### src/lpm_pkg.sv
`default_nettype none
package lpm_pkg;
    // power mode codes shown on the mode output
    localparam logic [2:0] MODE_NORMAL = 3'h0;
    localparam logic [2:0] MODE_SUSPEND = 3'h1;
    localparam logic [2:0] MODE_STANDBY = 3'h2;
    localparam logic [2:0] MODE_COREOFF = 3'h3;
    localparam logic [2:0] MODE_TRANSIT = 3'h4;

    // bit positions of the synchronised pin bundle
    localparam int SYN_DP = 0;
    localparam int SYN_DM = 1;
    localparam int SYN_ROLE = 2;
    localparam int SYN_VBUS = 3;
    localparam int SYN_CTS = 4;
    localparam int SYN_CS = 5;
    localparam int SYN_INS0 = 6;
    localparam int SYN_INS1 = 7;
    localparam int SYN_SDIO0 = 8;
    localparam int SYN_SDIO1 = 9;
    localparam int SYN_CCLK = 10;
    localparam int SYN_VB37 = 11;
    localparam int SYN_PWR = 12;
    localparam int SYN_W = 13;
    // chip select is active low and core power good idles high
    localparam logic [SYN_W-1:0] SYN_RST = 13'h1020;

    // host interface modes
    localparam logic [1:0] HOST_SRAM = 2'h0;
    localparam logic [1:0] HOST_MUXED = 2'h1;
    localparam logic [1:0] HOST_CARD = 2'h2;

    // per-pad pull configuration
    localparam logic [1:0] PAD_TRISTATE = 2'h0;
    localparam logic [1:0] PAD_PULLUP = 2'h1;
    localparam logic [1:0] PAD_PULLDN = 2'h2;
    localparam logic [1:0] PAD_HOLD = 2'h3;

    // per-group drive strength codes
    localparam logic [1:0] DRV_FULL = 2'h0;
    localparam logic [1:0] DRV_3Q = 2'h1;
    localparam logic [1:0] DRV_HALF = 2'h2;
    localparam logic [1:0] DRV_QUARTER = 2'h3;

    // clock rate and oscillator/pll settle time before the core clock is released
    localparam int CLK_MHZ = 250;
    localparam int PLL_SETTLE_NS = 10000;
    localparam int PLL_SETTLE_CYC = (PLL_SETTLE_NS * CLK_MHZ + 999) / 1000;
    localparam int SETTLE_W = 12;
endpackage
`default_nettype wire

### src/lpm_sync_if.sv
`timescale 1ns/1ps
`default_nettype none
// pin samples going in, filtered levels and change pulses coming out
interface lpm_sync_if #(parameter int W = 1);
    logic [W-1:0] raw; // unsynchronised pin levels
    logic [W-1:0] level; // filtered level
    logic [W-1:0] changed; // one-cycle pulse on a filtered change
    modport sync (input raw, output level, changed);
    modport user (output raw, input level, changed);
endinterface
`default_nettype wire

### src/lpm_pin_sync.sv
`timescale 1ns/1ps
`default_nettype none
// three-stage synchroniser; a level counts once stages two and three agree
module lpm_pin_sync #(
    parameter int W = 1,
    parameter logic [W-1:0] RST_VAL = '0
) (
    input wire logic clock,
    input wire logic rst_n,
    lpm_sync_if.sync port
);
    logic [W-1:0] meta_r; // first stage, read only by the second
    logic [W-1:0] mid_r;
    logic [W-1:0] last_r;
    logic [W-1:0] level_r;
    logic [W-1:0] level_nxt;
    logic [W-1:0] changed_r;

    // keep the old level on bits whose late stages still disagree
    always_comb begin
        level_nxt = (~(mid_r ^ last_r) & last_r) | ((mid_r ^ last_r) & level_r);
    end

    ////////////////////////////////////////////////////////////////////
    // shift chain
    always_ff @(posedge clock) begin
        if (!rst_n) begin
            meta_r <= RST_VAL;
            mid_r <= RST_VAL;
            last_r <= RST_VAL;
        end else begin
            meta_r <= port.raw;
            mid_r <= meta_r;
            last_r <= mid_r;
        end
    end

    // filtered level and its change pulse
    always_ff @(posedge clock) begin
        if (!rst_n) begin
            level_r <= RST_VAL;
            changed_r <= '0;
        end else begin
            level_r <= level_nxt;
            changed_r <= level_r ^ level_nxt;
        end
    end

    assign port.level = level_r;
    assign port.changed = changed_r;
endmodule // lpm_pin_sync
`default_nettype wire

### src/lpm_power_ctrl.sv
`timescale 1ns/1ps
`default_nettype none
module lpm_power_ctrl import lpm_pkg::*; #(
    parameter int NUM_PADS = 8,
    parameter int NUM_GROUPS = 6,
    parameter int SETTLE_CYC = PLL_SETTLE_CYC
) (
    input wire logic clock,
    input wire logic rst_n,
    input wire logic fwSuspendReq,
    input wire logic hostSuspendReq,
    input wire logic fwStandbyReq,
    input wire logic hostStandbyReq,
    input wire logic sleepCmdRx,
    input wire logic wakeCmdRx,
    input wire logic busIdle,
    input wire logic usbDp,
    input wire logic usbDm,
    input wire logic usbRoleIdentPin,
    input wire logic vbusDetect,
    input wire logic vbusAbove3v7,
    input wire logic vbusOverride,
    input wire logic uartCts,
    input wire logic ctsPolarity,
    input wire logic hostCs_n,
    input wire logic [1:0] hostMode,
    input wire logic cardClk,
    input wire logic [1:0] cardInsertDetect,
    input wire logic [1:0] sdioInt,
    input wire logic sdioPolarity,
    input wire logic corePowerGood,
    input wire logic firmwareLoaded,
    input wire logic softResetReq,
    input wire logic softResetWhole,
    input wire logic [NUM_PADS-1:0] padOutIn,
    input wire logic [NUM_PADS-1:0] padOeIn,
    input wire logic [2*NUM_PADS-1:0] padCfg,
    input wire logic [2*NUM_GROUPS-1:0] driveCfg,
    output logic [2:0] powerMode_r,
    output logic reqBusy_r,
    output logic cpuClkEn_r,
    output logic pllEn_r,
    output logic xtalEn_r,
    output logic usbXcvrEn_r,
    output logic bufferValid_r,
    output logic pcReset_r,
    output logic deviceReset_r,
    output logic firmwareLost_r,
    output logic usbSupplyVbus_r,
    output logic [NUM_PADS-1:0] padOut_r,
    output logic [NUM_PADS-1:0] padOe_r,
    output logic [NUM_PADS-1:0] padPullUp_r,
    output logic [NUM_PADS-1:0] padPullDn_r,
    output logic [2*NUM_GROUPS-1:0] driveStrength_r
);
    // one-hot controller states
    typedef enum logic [5:0] {
        ST_NORMAL = 6'h01,
        ST_DRAIN = 6'h02,
        ST_SUSPEND = 6'h04,
        ST_STANDBY = 6'h08,
        ST_WAKE = 6'h10,
        ST_COREOFF = 6'h20
    } lpm_state_e;

    lpm_state_e state_r; // current controller state
    lpm_state_e state_nxt;
    logic fromStandby_r; // wake sequence began in standby
    logic [SETTLE_W-1:0] settle_r; // oscillator/pll settle countdown
    logic settleDone;
    logic suspendWake;
    logic standbyWake;
    logic lowPower; // pads frozen
    logic wakeDone;

    ////////////////////////////////////////////////////////////////////
    // pin synchroniser
    lpm_sync_if #(.W(SYN_W)) pins ();

    assign pins.raw = {corePowerGood, vbusAbove3v7, cardClk, sdioInt, cardInsertDetect,
                       hostCs_n, uartCts, vbusDetect, usbRoleIdentPin, usbDm, usbDp};

    lpm_pin_sync #(.W(SYN_W), .RST_VAL(SYN_RST)) u_sync (
        .clock(clock),
        .rst_n(rst_n),
        .port(pins)
    );

    ////////////////////////////////////////////////////////////////////
    // wake sources
    always_comb begin
        // usb line moves, role pin change, vbus arrival, cts/sdio levels, cs, cmd5, card
        suspendWake = pins.changed[SYN_DP] | pins.changed[SYN_DM]
                    | pins.changed[SYN_ROLE]
                    | (pins.changed[SYN_VBUS] & pins.level[SYN_VBUS])
                    | (pins.level[SYN_CTS] == ctsPolarity)
                    | ~pins.level[SYN_CS]
                    | sleepCmdRx | wakeCmdRx
                    | pins.changed[SYN_INS0] | pins.changed[SYN_INS1]
                    | (pins.level[SYN_SDIO0] == sdioPolarity)
                    | (pins.level[SYN_SDIO1] == sdioPolarity);
        // usb lines are dead in standby; cs counts only in the parallel host modes
        standbyWake = (pins.changed[SYN_VBUS] & pins.level[SYN_VBUS])
                    | pins.changed[SYN_INS0] | pins.changed[SYN_INS1]
                    | (pins.level[SYN_SDIO0] == sdioPolarity)
                    | (pins.level[SYN_SDIO1] == sdioPolarity)
                    | (pins.level[SYN_CTS] == ctsPolarity)
                    | (~pins.level[SYN_CS] & (hostMode != HOST_CARD))
                    | (pins.changed[SYN_CCLK] & (hostMode == HOST_CARD));
    end

    assign settleDone = (settle_r == '0);
    assign wakeDone = (state_r == ST_WAKE) && settleDone;

    ////////////////////////////////////////////////////////////////////
    // next state; hard reset is rst_n itself and restarts from the top
    always_comb begin
        state_nxt = state_r;
        case (state_r)
            ST_NORMAL: begin
                // standby wins over suspend when both arrive together
                if (fwStandbyReq || hostStandbyReq || sleepCmdRx) begin
                    state_nxt = ST_STANDBY;
                end else if (fwSuspendReq || hostSuspendReq) begin
                    state_nxt = ST_DRAIN;
                end
            end
            ST_DRAIN: begin
                // clocks keep running until the bus goes quiet
                if (busIdle) begin
                    state_nxt = ST_SUSPEND;
                end
            end
            ST_SUSPEND: begin
                if (suspendWake) begin
                    state_nxt = ST_WAKE;
                end
            end
            ST_STANDBY: begin
                if (standbyWake) begin
                    state_nxt = ST_WAKE;
                end
            end
            ST_WAKE: begin
                if (settleDone) begin
                    state_nxt = ST_NORMAL;
                end
            end
            ST_COREOFF: begin
                // supply back: restart in normal so mode and busy flag move with the state
                if (pins.level[SYN_PWR]) begin
                    state_nxt = ST_NORMAL;
                end
            end
            default: begin
                state_nxt = ST_NORMAL;
            end
        endcase
        // losing the core supply overrides everything
        if (!pins.level[SYN_PWR]) begin
            state_nxt = ST_COREOFF;
        end
    end

    // state register; requests outside normal are simply ignored
    always_ff @(posedge clock) begin
        if (!rst_n) begin
            state_r <= ST_NORMAL;
        end else begin
            state_r <= state_nxt;
        end
    end

    // remember where the wake began and count the settle time
    always_ff @(posedge clock) begin
        if (!rst_n) begin
            fromStandby_r <= 1'b0;
            settle_r <= '0;
        end else if (state_r != ST_WAKE && state_nxt == ST_WAKE) begin
            fromStandby_r <= (state_r == ST_STANDBY);
            // suspend and standby wakes load the same settle count, though standby also restarts the oscillator
            settle_r <= SETTLE_W'(SETTLE_CYC - 1);
        end else if (!settleDone) begin
            settle_r <= settle_r - 1'b1;
        end
    end

    ////////////////////////////////////////////////////////////////////
    // mode code and busy flag
    always_ff @(posedge clock) begin
        if (!rst_n) begin
            powerMode_r <= MODE_NORMAL;
            reqBusy_r <= 1'b0;
        end else begin
            case (state_nxt)
                ST_NORMAL: powerMode_r <= MODE_NORMAL;
                ST_SUSPEND: powerMode_r <= MODE_SUSPEND;
                ST_STANDBY: powerMode_r <= MODE_STANDBY;
                ST_COREOFF: powerMode_r <= MODE_COREOFF;
                default: powerMode_r <= MODE_TRANSIT;
            endcase
            reqBusy_r <= (state_nxt != ST_NORMAL);
        end
    end

    // clock, pll, oscillator and transceiver enables
    always_ff @(posedge clock) begin
        if (!rst_n) begin
            cpuClkEn_r <= 1'b1;
            pllEn_r <= 1'b1;
            xtalEn_r <= 1'b1;
            usbXcvrEn_r <= 1'b1;
        end else begin
            case (state_nxt)
                ST_NORMAL, ST_DRAIN: begin
                    cpuClkEn_r <= 1'b1;
                    pllEn_r <= 1'b1;
                    xtalEn_r <= 1'b1;
                    usbXcvrEn_r <= 1'b1;
                end
                ST_SUSPEND: begin
                    // transceiver stays up so the data lines can wake us
                    cpuClkEn_r <= 1'b0;
                    pllEn_r <= 1'b0;
                    xtalEn_r <= 1'b1;
                    usbXcvrEn_r <= 1'b1;
                end
                ST_WAKE: begin
                    // core clock held off until the pll has settled
                    cpuClkEn_r <= 1'b0;
                    pllEn_r <= 1'b1;
                    xtalEn_r <= 1'b1;
                    usbXcvrEn_r <= 1'b1;
                end
                default: begin
                    cpuClkEn_r <= 1'b0;
                    pllEn_r <= 1'b0;
                    xtalEn_r <= 1'b0;
                    usbXcvrEn_r <= 1'b0;
                end
            endcase
        end
    end

    ////////////////////////////////////////////////////////////////////
    // buffer validity: suspend keeps it, standby and supply loss drop it
    always_ff @(posedge clock) begin
        if (!rst_n) begin
            bufferValid_r <= 1'b0;
        end else if (state_nxt == ST_STANDBY || state_nxt == ST_COREOFF) begin
            bufferValid_r <= 1'b0;
        end else if (state_nxt == ST_NORMAL && state_r == ST_NORMAL) begin
            bufferValid_r <= 1'b1;
        end
    end

    // program counter and device reset pulses
    always_ff @(posedge clock) begin
        if (!rst_n) begin
            pcReset_r <= 1'b1;
            deviceReset_r <= 1'b1;
        end else begin
            // suspend wake leaves the counter alone; standby wake restarts the core
            pcReset_r <= (wakeDone && fromStandby_r)
                       || (softResetReq && state_r == ST_NORMAL);
            deviceReset_r <= (softResetReq && softResetWhole && state_r == ST_NORMAL)
                           || (state_r == ST_COREOFF && pins.level[SYN_PWR]);
        end
    end

    // firmware image lost after reset, whole-device reset or supply loss
    always_ff @(posedge clock) begin
        if (!rst_n) begin
            firmwareLost_r <= 1'b1;
        end else if (state_r == ST_COREOFF
                     || (softResetReq && softResetWhole && state_r == ST_NORMAL)) begin
            firmwareLost_r <= 1'b1;
        end else if (firmwareLoaded) begin
            firmwareLost_r <= 1'b0;
        end
    end

    // usb supply source select
    always_ff @(posedge clock) begin
        if (!rst_n) begin
            usbSupplyVbus_r <= 1'b0;
        end else begin
            usbSupplyVbus_r <= pins.level[SYN_VB37] & ~vbusOverride;
        end
    end

    ////////////////////////////////////////////////////////////////////
    // pads: freeze in low power, otherwise follow the core and its config
    assign lowPower = (state_r == ST_SUSPEND) || (state_r == ST_STANDBY)
                   || (state_nxt == ST_SUSPEND) || (state_nxt == ST_STANDBY);

    genvar gi;
    generate
        for (gi = 0; gi < NUM_PADS; gi++) begin : g_pad
            logic [1:0] cfg;
            assign cfg = padCfg[2*gi +: 2];
            always_ff @(posedge clock) begin
                if (!rst_n) begin
                    // all pads float during hard reset
                    padOut_r[gi] <= 1'b0;
                    padOe_r[gi] <= 1'b0;
                    padPullUp_r[gi] <= 1'b0;
                    padPullDn_r[gi] <= 1'b0;
                end else if (!lowPower) begin
                    padOut_r[gi] <= padOutIn[gi];
                    padOe_r[gi] <= padOeIn[gi] && (cfg != PAD_TRISTATE);
                    padPullUp_r[gi] <= (cfg == PAD_PULLUP);
                    padPullDn_r[gi] <= (cfg == PAD_PULLDN);
                end else if (state_r == ST_STANDBY && cfg != PAD_HOLD) begin
                    // standby keeps the configuration but need not hold the value
                    padPullUp_r[gi] <= (cfg == PAD_PULLUP);
                    padPullDn_r[gi] <= (cfg == PAD_PULLDN);
                end
            end
        end
    endgenerate

    // drive strength is one code per supply group, not per pin
    always_ff @(posedge clock) begin
        if (!rst_n) begin
            driveStrength_r <= {NUM_GROUPS{DRV_FULL}};
        end else if (!lowPower) begin
            driveStrength_r <= driveCfg;
        end
    end
endmodule // lpm_power_ctrl
`default_nettype wire

### config.mk
export PLATFORM = sky130hd
export DESIGN_NAME = lpm_power_ctrl
export DESIGN_NICKNAME = d
export VERILOG_FILES = /design/src/lpm_pkg.sv /design/src/lpm_sync_if.sv /design/src/lpm_pin_sync.sv /design/src/lpm_power_ctrl.sv
export SDC_FILE = /design/constraint.sdc
export NUM_CORES = 1
export LEC_CHECK = 0
export ABC_AREA = 1
export BUFFER_PORTS_ARGS = -buffer_cell sky130_fd_sc_hd__buf_2
export CORE_UTILIZATION = 30
export CTS_CLUSTER_DIAMETER = 40
export CTS_CLUSTER_SIZE = 12
export DETAILED_ROUTE_END_ITERATION = 7
export PLACE_DENSITY = 0.49
export SYNTH_ARGS = -nofsm -noshare
export SYNTH_HDL_FRONTEND = slang
export SYNTH_SLANG_ARGS = --single-unit
### constraint.sdc
create_clock -name clock -period 4.3 [get_ports clock]
set_input_delay 0.215 -clock clock [delete_from_list [all_inputs] [get_ports clock]]
set_output_delay 0.215 -clock clock [all_outputs]
set_load 0.1 [all_outputs]
After elaboration in Yosys (flattened, before gate mapping)
Cells that the tools add are included.
{"block": "totals", "regBits": 138, "inputBits": 74, "latch_bits": 0, "out_inout_bits": 57, "mem_bits_rw": 0, "memories": 0, "mem_bits_ro": 0}
{"block": "classes", "bitwise_logic": 31, "n_addsub": 1, "n_reduce_logical": 49, "magnitude_cmp": 0, "n_mux": 46, "div_mod_pow": 0, "eq_ne": 52, "n_shift": 0, "mul": 0}
{"op": "6-bit 2-to-1 mux", "n": 7}
{"op": "1-bit 2-to-1 mux", "n": 35}
{"op": "6-bit one-hot mux with 5 select lines", "n": 1}
{"op": "13-bit AND", "n": 2}
{"op": "1-bit logical AND", "n": 24}
{"op": "12-bit 2-to-1 mux", "n": 2}
{"op": "2-bit equality test, second input constant", "n": 9}
{"op": "2-bit by 1-bit != test with 1-bit output, second input constant", "n": 9}
{"op": "2-bit != test, second input constant", "n": 9}
{"op": "1-bit bitwise OR", "n": 18}
{"op": "2-bit by 1-bit equality test with 1-bit output, second input constant", "n": 8}
{"op": "2-bit nonzero test", "n": 8}
{"op": "13-bit inverter", "n": 1}
{"op": "13-bit bitwise OR", "n": 1}
{"op": "13-bit XOR", "n": 1}
{"op": "6-bit by 1-bit equality test with 1-bit output, second input constant", "n": 2}
{"op": "6-bit by 2-bit equality test with 1-bit output, second input constant", "n": 2}
{"op": "6-bit by 3-bit equality test with 1-bit output, second input constant", "n": 2}
{"op": "6-bit by 4-bit equality test with 1-bit output, second input constant", "n": 2}
{"op": "6-bit by 5-bit equality test with 1-bit output, second input constant", "n": 2}
{"op": "6-bit equality test, second input constant", "n": 2}
{"op": "12-bit zero test", "n": 1}
{"op": "3-bit one-hot mux with 4 select lines", "n": 1}
{"op": "12-bit by 1-bit subtractor with 12-bit output, second input constant", "n": 1}
{"op": "other kinds (10)", "n": 29}

Depth between registers and ports, before layout
{"block": "depth", "ltp_word": 18, "depth_mapped": 13}

Modules after synthesis
From an unflattened synthesis, not the netlist that was laid out.
{"block": "unflattened", "cells_unflattened": 768, "hier_area_um2": 5672.9}
{"mod": "lpm_power_ctrl", "area_each_um2": 3502.1, "cells_per_inst": 506, "instances": 1}
{"mod": "lpm_pin_sync", "area_each_um2": 2170.8, "cells_per_inst": 262, "instances": 1}

Worst setup path before layout
Ideal clock, no wire load.
{"block": "synth_timing", "path_kind": "reg-to-output", "start": "register usbXcvrEn_r (netlist name)", "end": "output xtalEn_r", "slack_ns": 2.729, "stages_incl_launch_ff": 2, "arrival_time_ns": 1.356, "path_buffers": 1, "cell_sequence": "dfxtp_1 > buf_4"}
{"element": "to (decl)", "line": "lpm_power_ctrl.sv:43", "source": "output logic xtalEn_r,"}

Worst setup path in the final report
{"block": "layout_timing", "start": "register state_r[0]", "end": "register padOe_r[0]"}
{"block": "layout_between", "elab_chain_cells": 7, "word_cells_on_any_way": 18, "cone_classes": "7 x eq/ne; 8 x mux; 3 x reduce/logical"}
{"element": "from (decl)", "line": "lpm_power_ctrl.sv:66", "source": "lpm_state_e state_r;"}
{"element": "from (signal assigned)", "line": "lpm_power_ctrl.sv:170", "source": "state_r <= state_nxt;"}
{"element": "6-bit 2-to-1 mux", "line": "lpm_power_ctrl.sv:124", "source": "end else if (fwSuspendReq || hostSuspendReq) begin"}
{"element": "6-bit 2-to-1 mux", "line": "lpm_power_ctrl.sv:122", "source": "if (fwStandbyReq || hostStandbyReq || sleepCmdRx) begin"}
{"element": "6-bit one-hot mux with 5 select lines", "line": "lpm_power_ctrl.sv:119", "source": "case (state_r)"}
{"element": "6-bit 2-to-1 mux", "line": "lpm_power_ctrl.sv:160", "source": "if (!pins.level[SYN_PWR]) begin"}
{"element": "6-bit by 3-bit equality test with 1-bit output", "line": "lpm_power_ctrl.sv:295", "source": "|| (state_nxt == ST_SUSPEND) || (state_nxt == ST_STANDBY);"}
{"element": "1-bit logical OR", "line": "lpm_power_ctrl.sv:295"}
{"element": "1-bit logical OR (*)", "line": "lpm_power_ctrl.sv:295"}
{"element": "to (signal, indexed assignment)", "line": "lpm_power_ctrl.sv:311", "source": "padOe_r[gi] <= padOeIn[gi] && (cfg != PAD_TRISTATE);"}
{"element": "to (decl)", "line": "lpm_power_ctrl.sv:51", "source": "output logic [NUM_PADS-1:0] padOe_r,"}
Every way passes the cells marked *; elsewhere a longest branch is shown, timed or not.
A chain may end at the register's enable or synchronous reset.

==> impl_metrics.csv <==
group,metric,value,unit
placement,dpl.hpwl,8455,um
worst_setup_path,critical_path_required,4610,ps
route,drt.antenna.violating_nets,0,
power_and_ir_drop,power.share.clock,30.8,%
route,detail_route.drc_violations,0,
route,wl_per_cell,11.21,um
global_routing,first_global_vias,4184,
logic_synthesis,synth.yosys.seq_area_share,50.21,%
worst_setup_path,crit_path_end_kind,"flop",
placement,finalWeightedCongestion,0.7649,
cts,cts_max_path_buffers,2,
worst_setup_path,worst_setup_path_start_kind,"flop",
cts,max_h_tree_level,4,
timing,final.min_clock_period,2171,ps
route,finalWirelength,12180,um
logic_synthesis,synth.top_cell.area_share,50.21,%
logic_synthesis,synth_common_cells,"sky130_fd_sc_hd__dfxtp_1 (134), sky130_fd_sc_hd__nor2_1 (121), sky130_fd_sc_hd__inv_1 (109)",
die,floorplan.die_area,18350,um^2
cells_and_area,antenna_cells,0,
die,die_width,135.5,um
timing,post-route-period-util,50.49,%
timing,max_freq,460.6,MHz
logic_synthesis,synth-edff-count,0,
power_and_ir_drop,leakage_dissipation,3.488,nW
cells_and_area,fillers,1819,
logic_synthesis,post_synth_instance_area,5343,um^2
run_status,run_status,"finished clean",
cts,cts-buffers-inserted,17,
logic_synthesis,most_frequent_cell_after_synthesis,"sky130_fd_sc_hd__dfxtp_1",
cts,cts_root_buffer,"sky130_fd_sc_hd__clkbuf_16",
timing,setup_violations,0,
cts,clk_latency,420,ps
die,initial_core_util,30.78,%
logic_synthesis,synthesis.area_per_instance,7.557,um^2
power_and_ir_drop,switching_share,43.47,%
logic_synthesis,synth-warning-count,0,
power_and_ir_drop,sequentialPowerShare,32.4,%
power_and_ir_drop,p_sw,2.057,mW
logic_synthesis,post_synth_main_area_contributors,"sky130_fd_sc_hd__dfxtp_1 (50%), sky130_fd_sc_hd__nor2_1 (8.5%), sky130_fd_sc_hd__inv_1 (7.7%)",
worst_setup_path,critPathMaxFanout,61,
timing,finalHoldWorstSlack,28.71,ps
global_routing,grt-ovfl-total,0,
logic_synthesis,synthCells,707,
worst_setup_path,worst-endpoint-arrival,2480,ps
global_routing,grt_pass1_wl,20330,um
timing,setup_total_negative_slack,0,ps
cts,clk_pin_slew,60,ps
route,detail_route.vias_per_cell,4.214,
cts,clock-sinks,134,
logic_synthesis,yosysUniqueCellTypes,37,
logic_synthesis,syn-num-nets,782,
die,rows,48,
route,initial_drc_count,207,
job,maxCapViolCount,0,
global_routing,antenna_violations_before_repair,0,
power_and_ir_drop,cellPowerDensity,688.2,nW/um^2
die,fp.dieH,135.5,um
die,floorplan.core_area,17360,um^2
cts,tritoncts,"done",
route,detailroute.via_count,4576,
worst_setup_path,timing.setup.critical_path_class,"reg2reg",
min_path,path_class_of_the_lowest_slack_min_delay_path,"in2reg",
cells_and_area,num-nets-final,923,
cts,ctsResizeCount,0,
die,i_o_pin_count,131,
timing,grt_setup_unrepaired,"false",
timing,final_hold_viol_count,0,
logic_synthesis,async_flop_share,0,%
logic_synthesis,synth_ff_type,"sky130_fd_sc_hd__dfxtp_1",
power_and_ir_drop,internal_power,2.676,mW
timing,clock-skew-final,8.258,ps
route,detail_route.first_pass.iterations,4,
cells_and_area,drive_above_1_share,23.11,%
cells_and_area,areaGrowthSynthToFinish,28.74,%
timing,worst_pin_slew,669.8,ps
placement,numPortBuffers,130,
logic_synthesis,ys_seq_elements,134,
power_and_ir_drop,power.combinational.fraction,36.8,%
power_and_ir_drop,vdd_drop_max,0.3221,mV
timing,max-slew-margin-rel,55.35,%
logic_synthesis,yosysTopAreaCell,"sky130_fd_sc_hd__dfxtp_1",
global_routing,grt_start_max_net_pins,62,
timing,final_max_slew_viol_count,0,
global_routing,grtUsageTotal,14.36,%
[power by group through the flow]
stage | Sequential, mW | Combinational (mW) | Clock (mW)
floorplan | 2.35 | 0.701 | 0
global placement | 1.56 | 1.74 | 0
detailed placement | 1.56 | 1.75 | 0
CTS | 1.54 | 1.76 | 1.51
global route | 1.56 | 1.90 | 1.57
finish | 1.53 | 1.74 | 1.46
[metal layers]
| layer | up-vias | routed length (um) | global-route usage, % |
|---|---|---|---|
| met5 | - | 0 | 0 |
| met4 | 0 | 223 | 5.930 |
| met3 | 17 | 525 | 4.676 |
| met2 | 74 | 5656 | 22.93 |
| met1 | 2002 | 5772 | 17.73 |
| li1 | 2483 | - | - |
[state kept, by name (all words and copies together), names as in the netlist, named ones only]
register / flops
u_sync.last_r: 13
u_sync.meta_r: 13
u_sync.mid_r: 13
driveStrength_r: 12
settle_r: 12
padOe_r: 8
padOut_r: 8
padPullDn_r: 8
padPullUp_r: 8
u_sync.port.changed: 7
u_sync.port.level: 7
state_r: 6
powerMode_r: 3
bufferValid_r: 1
cpuClkEn_r: 1
deviceReset_r: 1
firmwareLost_r: 1
fromStandby_r: 1
pcReset_r: 1
pllEn_r: 1
reqBusy_r: 1
usbSupplyVbus_r: 1
usbXcvrEn_r: 1
[critical path: stages, from the launching register on]
cell	delay, ps
sky130_fd_sc_hd__dfxtp_1	340
sky130_fd_sc_hd__nor2_2	190
sky130_fd_sc_hd__nand3_1	170
sky130_fd_sc_hd__inv_2	230
sky130_fd_sc_hd__nand3_1	160
sky130_fd_sc_hd__nand2_2	100
sky130_fd_sc_hd__nand2_4	80
sky130_fd_sc_hd__nand2_8	340
sky130_fd_sc_hd__inv_4	230
sky130_fd_sc_hd__nor2_1	140
sky130_fd_sc_hd__nor2_1	50
[area by class of cell]
cell class	instances	area, um^2	share of cell area (%)
clock inverter	14	165.2	2.401
multi-input combinational	433	2069	30.09
clock buffer	18	429.2	6.240
sequential	134	2683	39.00
timing repair buffer	147	815.8	11.86
tap	225	281.5	4.093
inverter	115	434.2	6.313
[timing repair]
item,CTS,global route
hold endpoints to repair,15,0
hold buffers,15,0
setup buffers,0,0
[cells in the final DEF (no fill, tap or decap), types with 2 or more instances in the layout]
cell type,count
sky130_fd_sc_hd__a31oi_1,3
sky130_fd_sc_hd__inv_6,4
sky130_fd_sc_hd__nor2_1,121
sky130_fd_sc_hd__inv_1,109
sky130_fd_sc_hd__a21oi_1,47
sky130_fd_sc_hd__nand3_1,41
sky130_fd_sc_hd__xor2_1,2
sky130_fd_sc_hd__buf_2,130
sky130_fd_sc_hd__inv_8,2
sky130_fd_sc_hd__bufinv_16,2
sky130_fd_sc_hd__nor2_4,3
sky130_fd_sc_hd__or2_2,8
sky130_fd_sc_hd__o211ai_1,2
sky130_fd_sc_hd__nor2_2,12
sky130_fd_sc_hd__nand2_2,3
sky130_fd_sc_hd__dlygate4sd3_1,15
sky130_fd_sc_hd__buf_4,2
sky130_fd_sc_hd__nand2_1,101
sky130_fd_sc_hd__o21ai_0,19
sky130_fd_sc_hd__clkinv_4,4
sky130_fd_sc_hd__nor3_1,6
sky130_fd_sc_hd__nand3b_1,2
sky130_fd_sc_hd__dfxtp_1,134
sky130_fd_sc_hd__clkbuf_16,17
sky130_fd_sc_hd__nand4_1,5
sky130_fd_sc_hd__inv_2,5
sky130_fd_sc_hd__o21ai_1,29
sky130_fd_sc_hd__maj3_1,2
sky130_fd_sc_hd__o21bai_1,6
sky130_fd_sc_hd__o21a_1,12
[per-stage QoR]
stage	cell area (um^2)	setup slack, ps	cells	utilization, %	total power [mW]
6_report	6878	2129	1086	39.63	4.733
5_1_grt	6878	1871	1086	39.63	5.024
4_1_cts	6878	2104	1086	39.63	4.801
3_5_place_dp	6133	2122	1039	35.34	3.308
3_3_place_gp	6133	2162	1039	35.34	3.306
2_1_floorplan	5343	2729	707	-	3.050
[final timing paths]
| path | to | slack, ps | start | depth (start not counted) |
|---|---|---|---|---|
| min reg2reg | u_sync.mid_r[9]$_SDFF_PN0_ | 410 | u_sync.meta_r[9]$_SDFF_PN0_ | 2 |
| min | driveStrength_r[0]$_SDFFE_PN0N_ | 30 | driveCfg[0] | 3 |
| max reg2reg | padOe_r[0]$_SDFFE_PN0N_ | 2130 | state_r[0]$_SDFF_PN1_ | 10 |
| max | padOe_r[0]$_SDFFE_PN0N_ | 2130 | state_r[0]$_SDFF_PN1_ | 10 |
[kinds of logic after synthesis]
family,Yosys count,synth area share (%)
flops,134,50.21
xor+xnor,3,0.4919
simple gates,306,25.15
fa+ha+maj,3,0.6089
compound gates,121,12.48
buf+inv,140,11.05
Power figures use the tool's default switching activity.
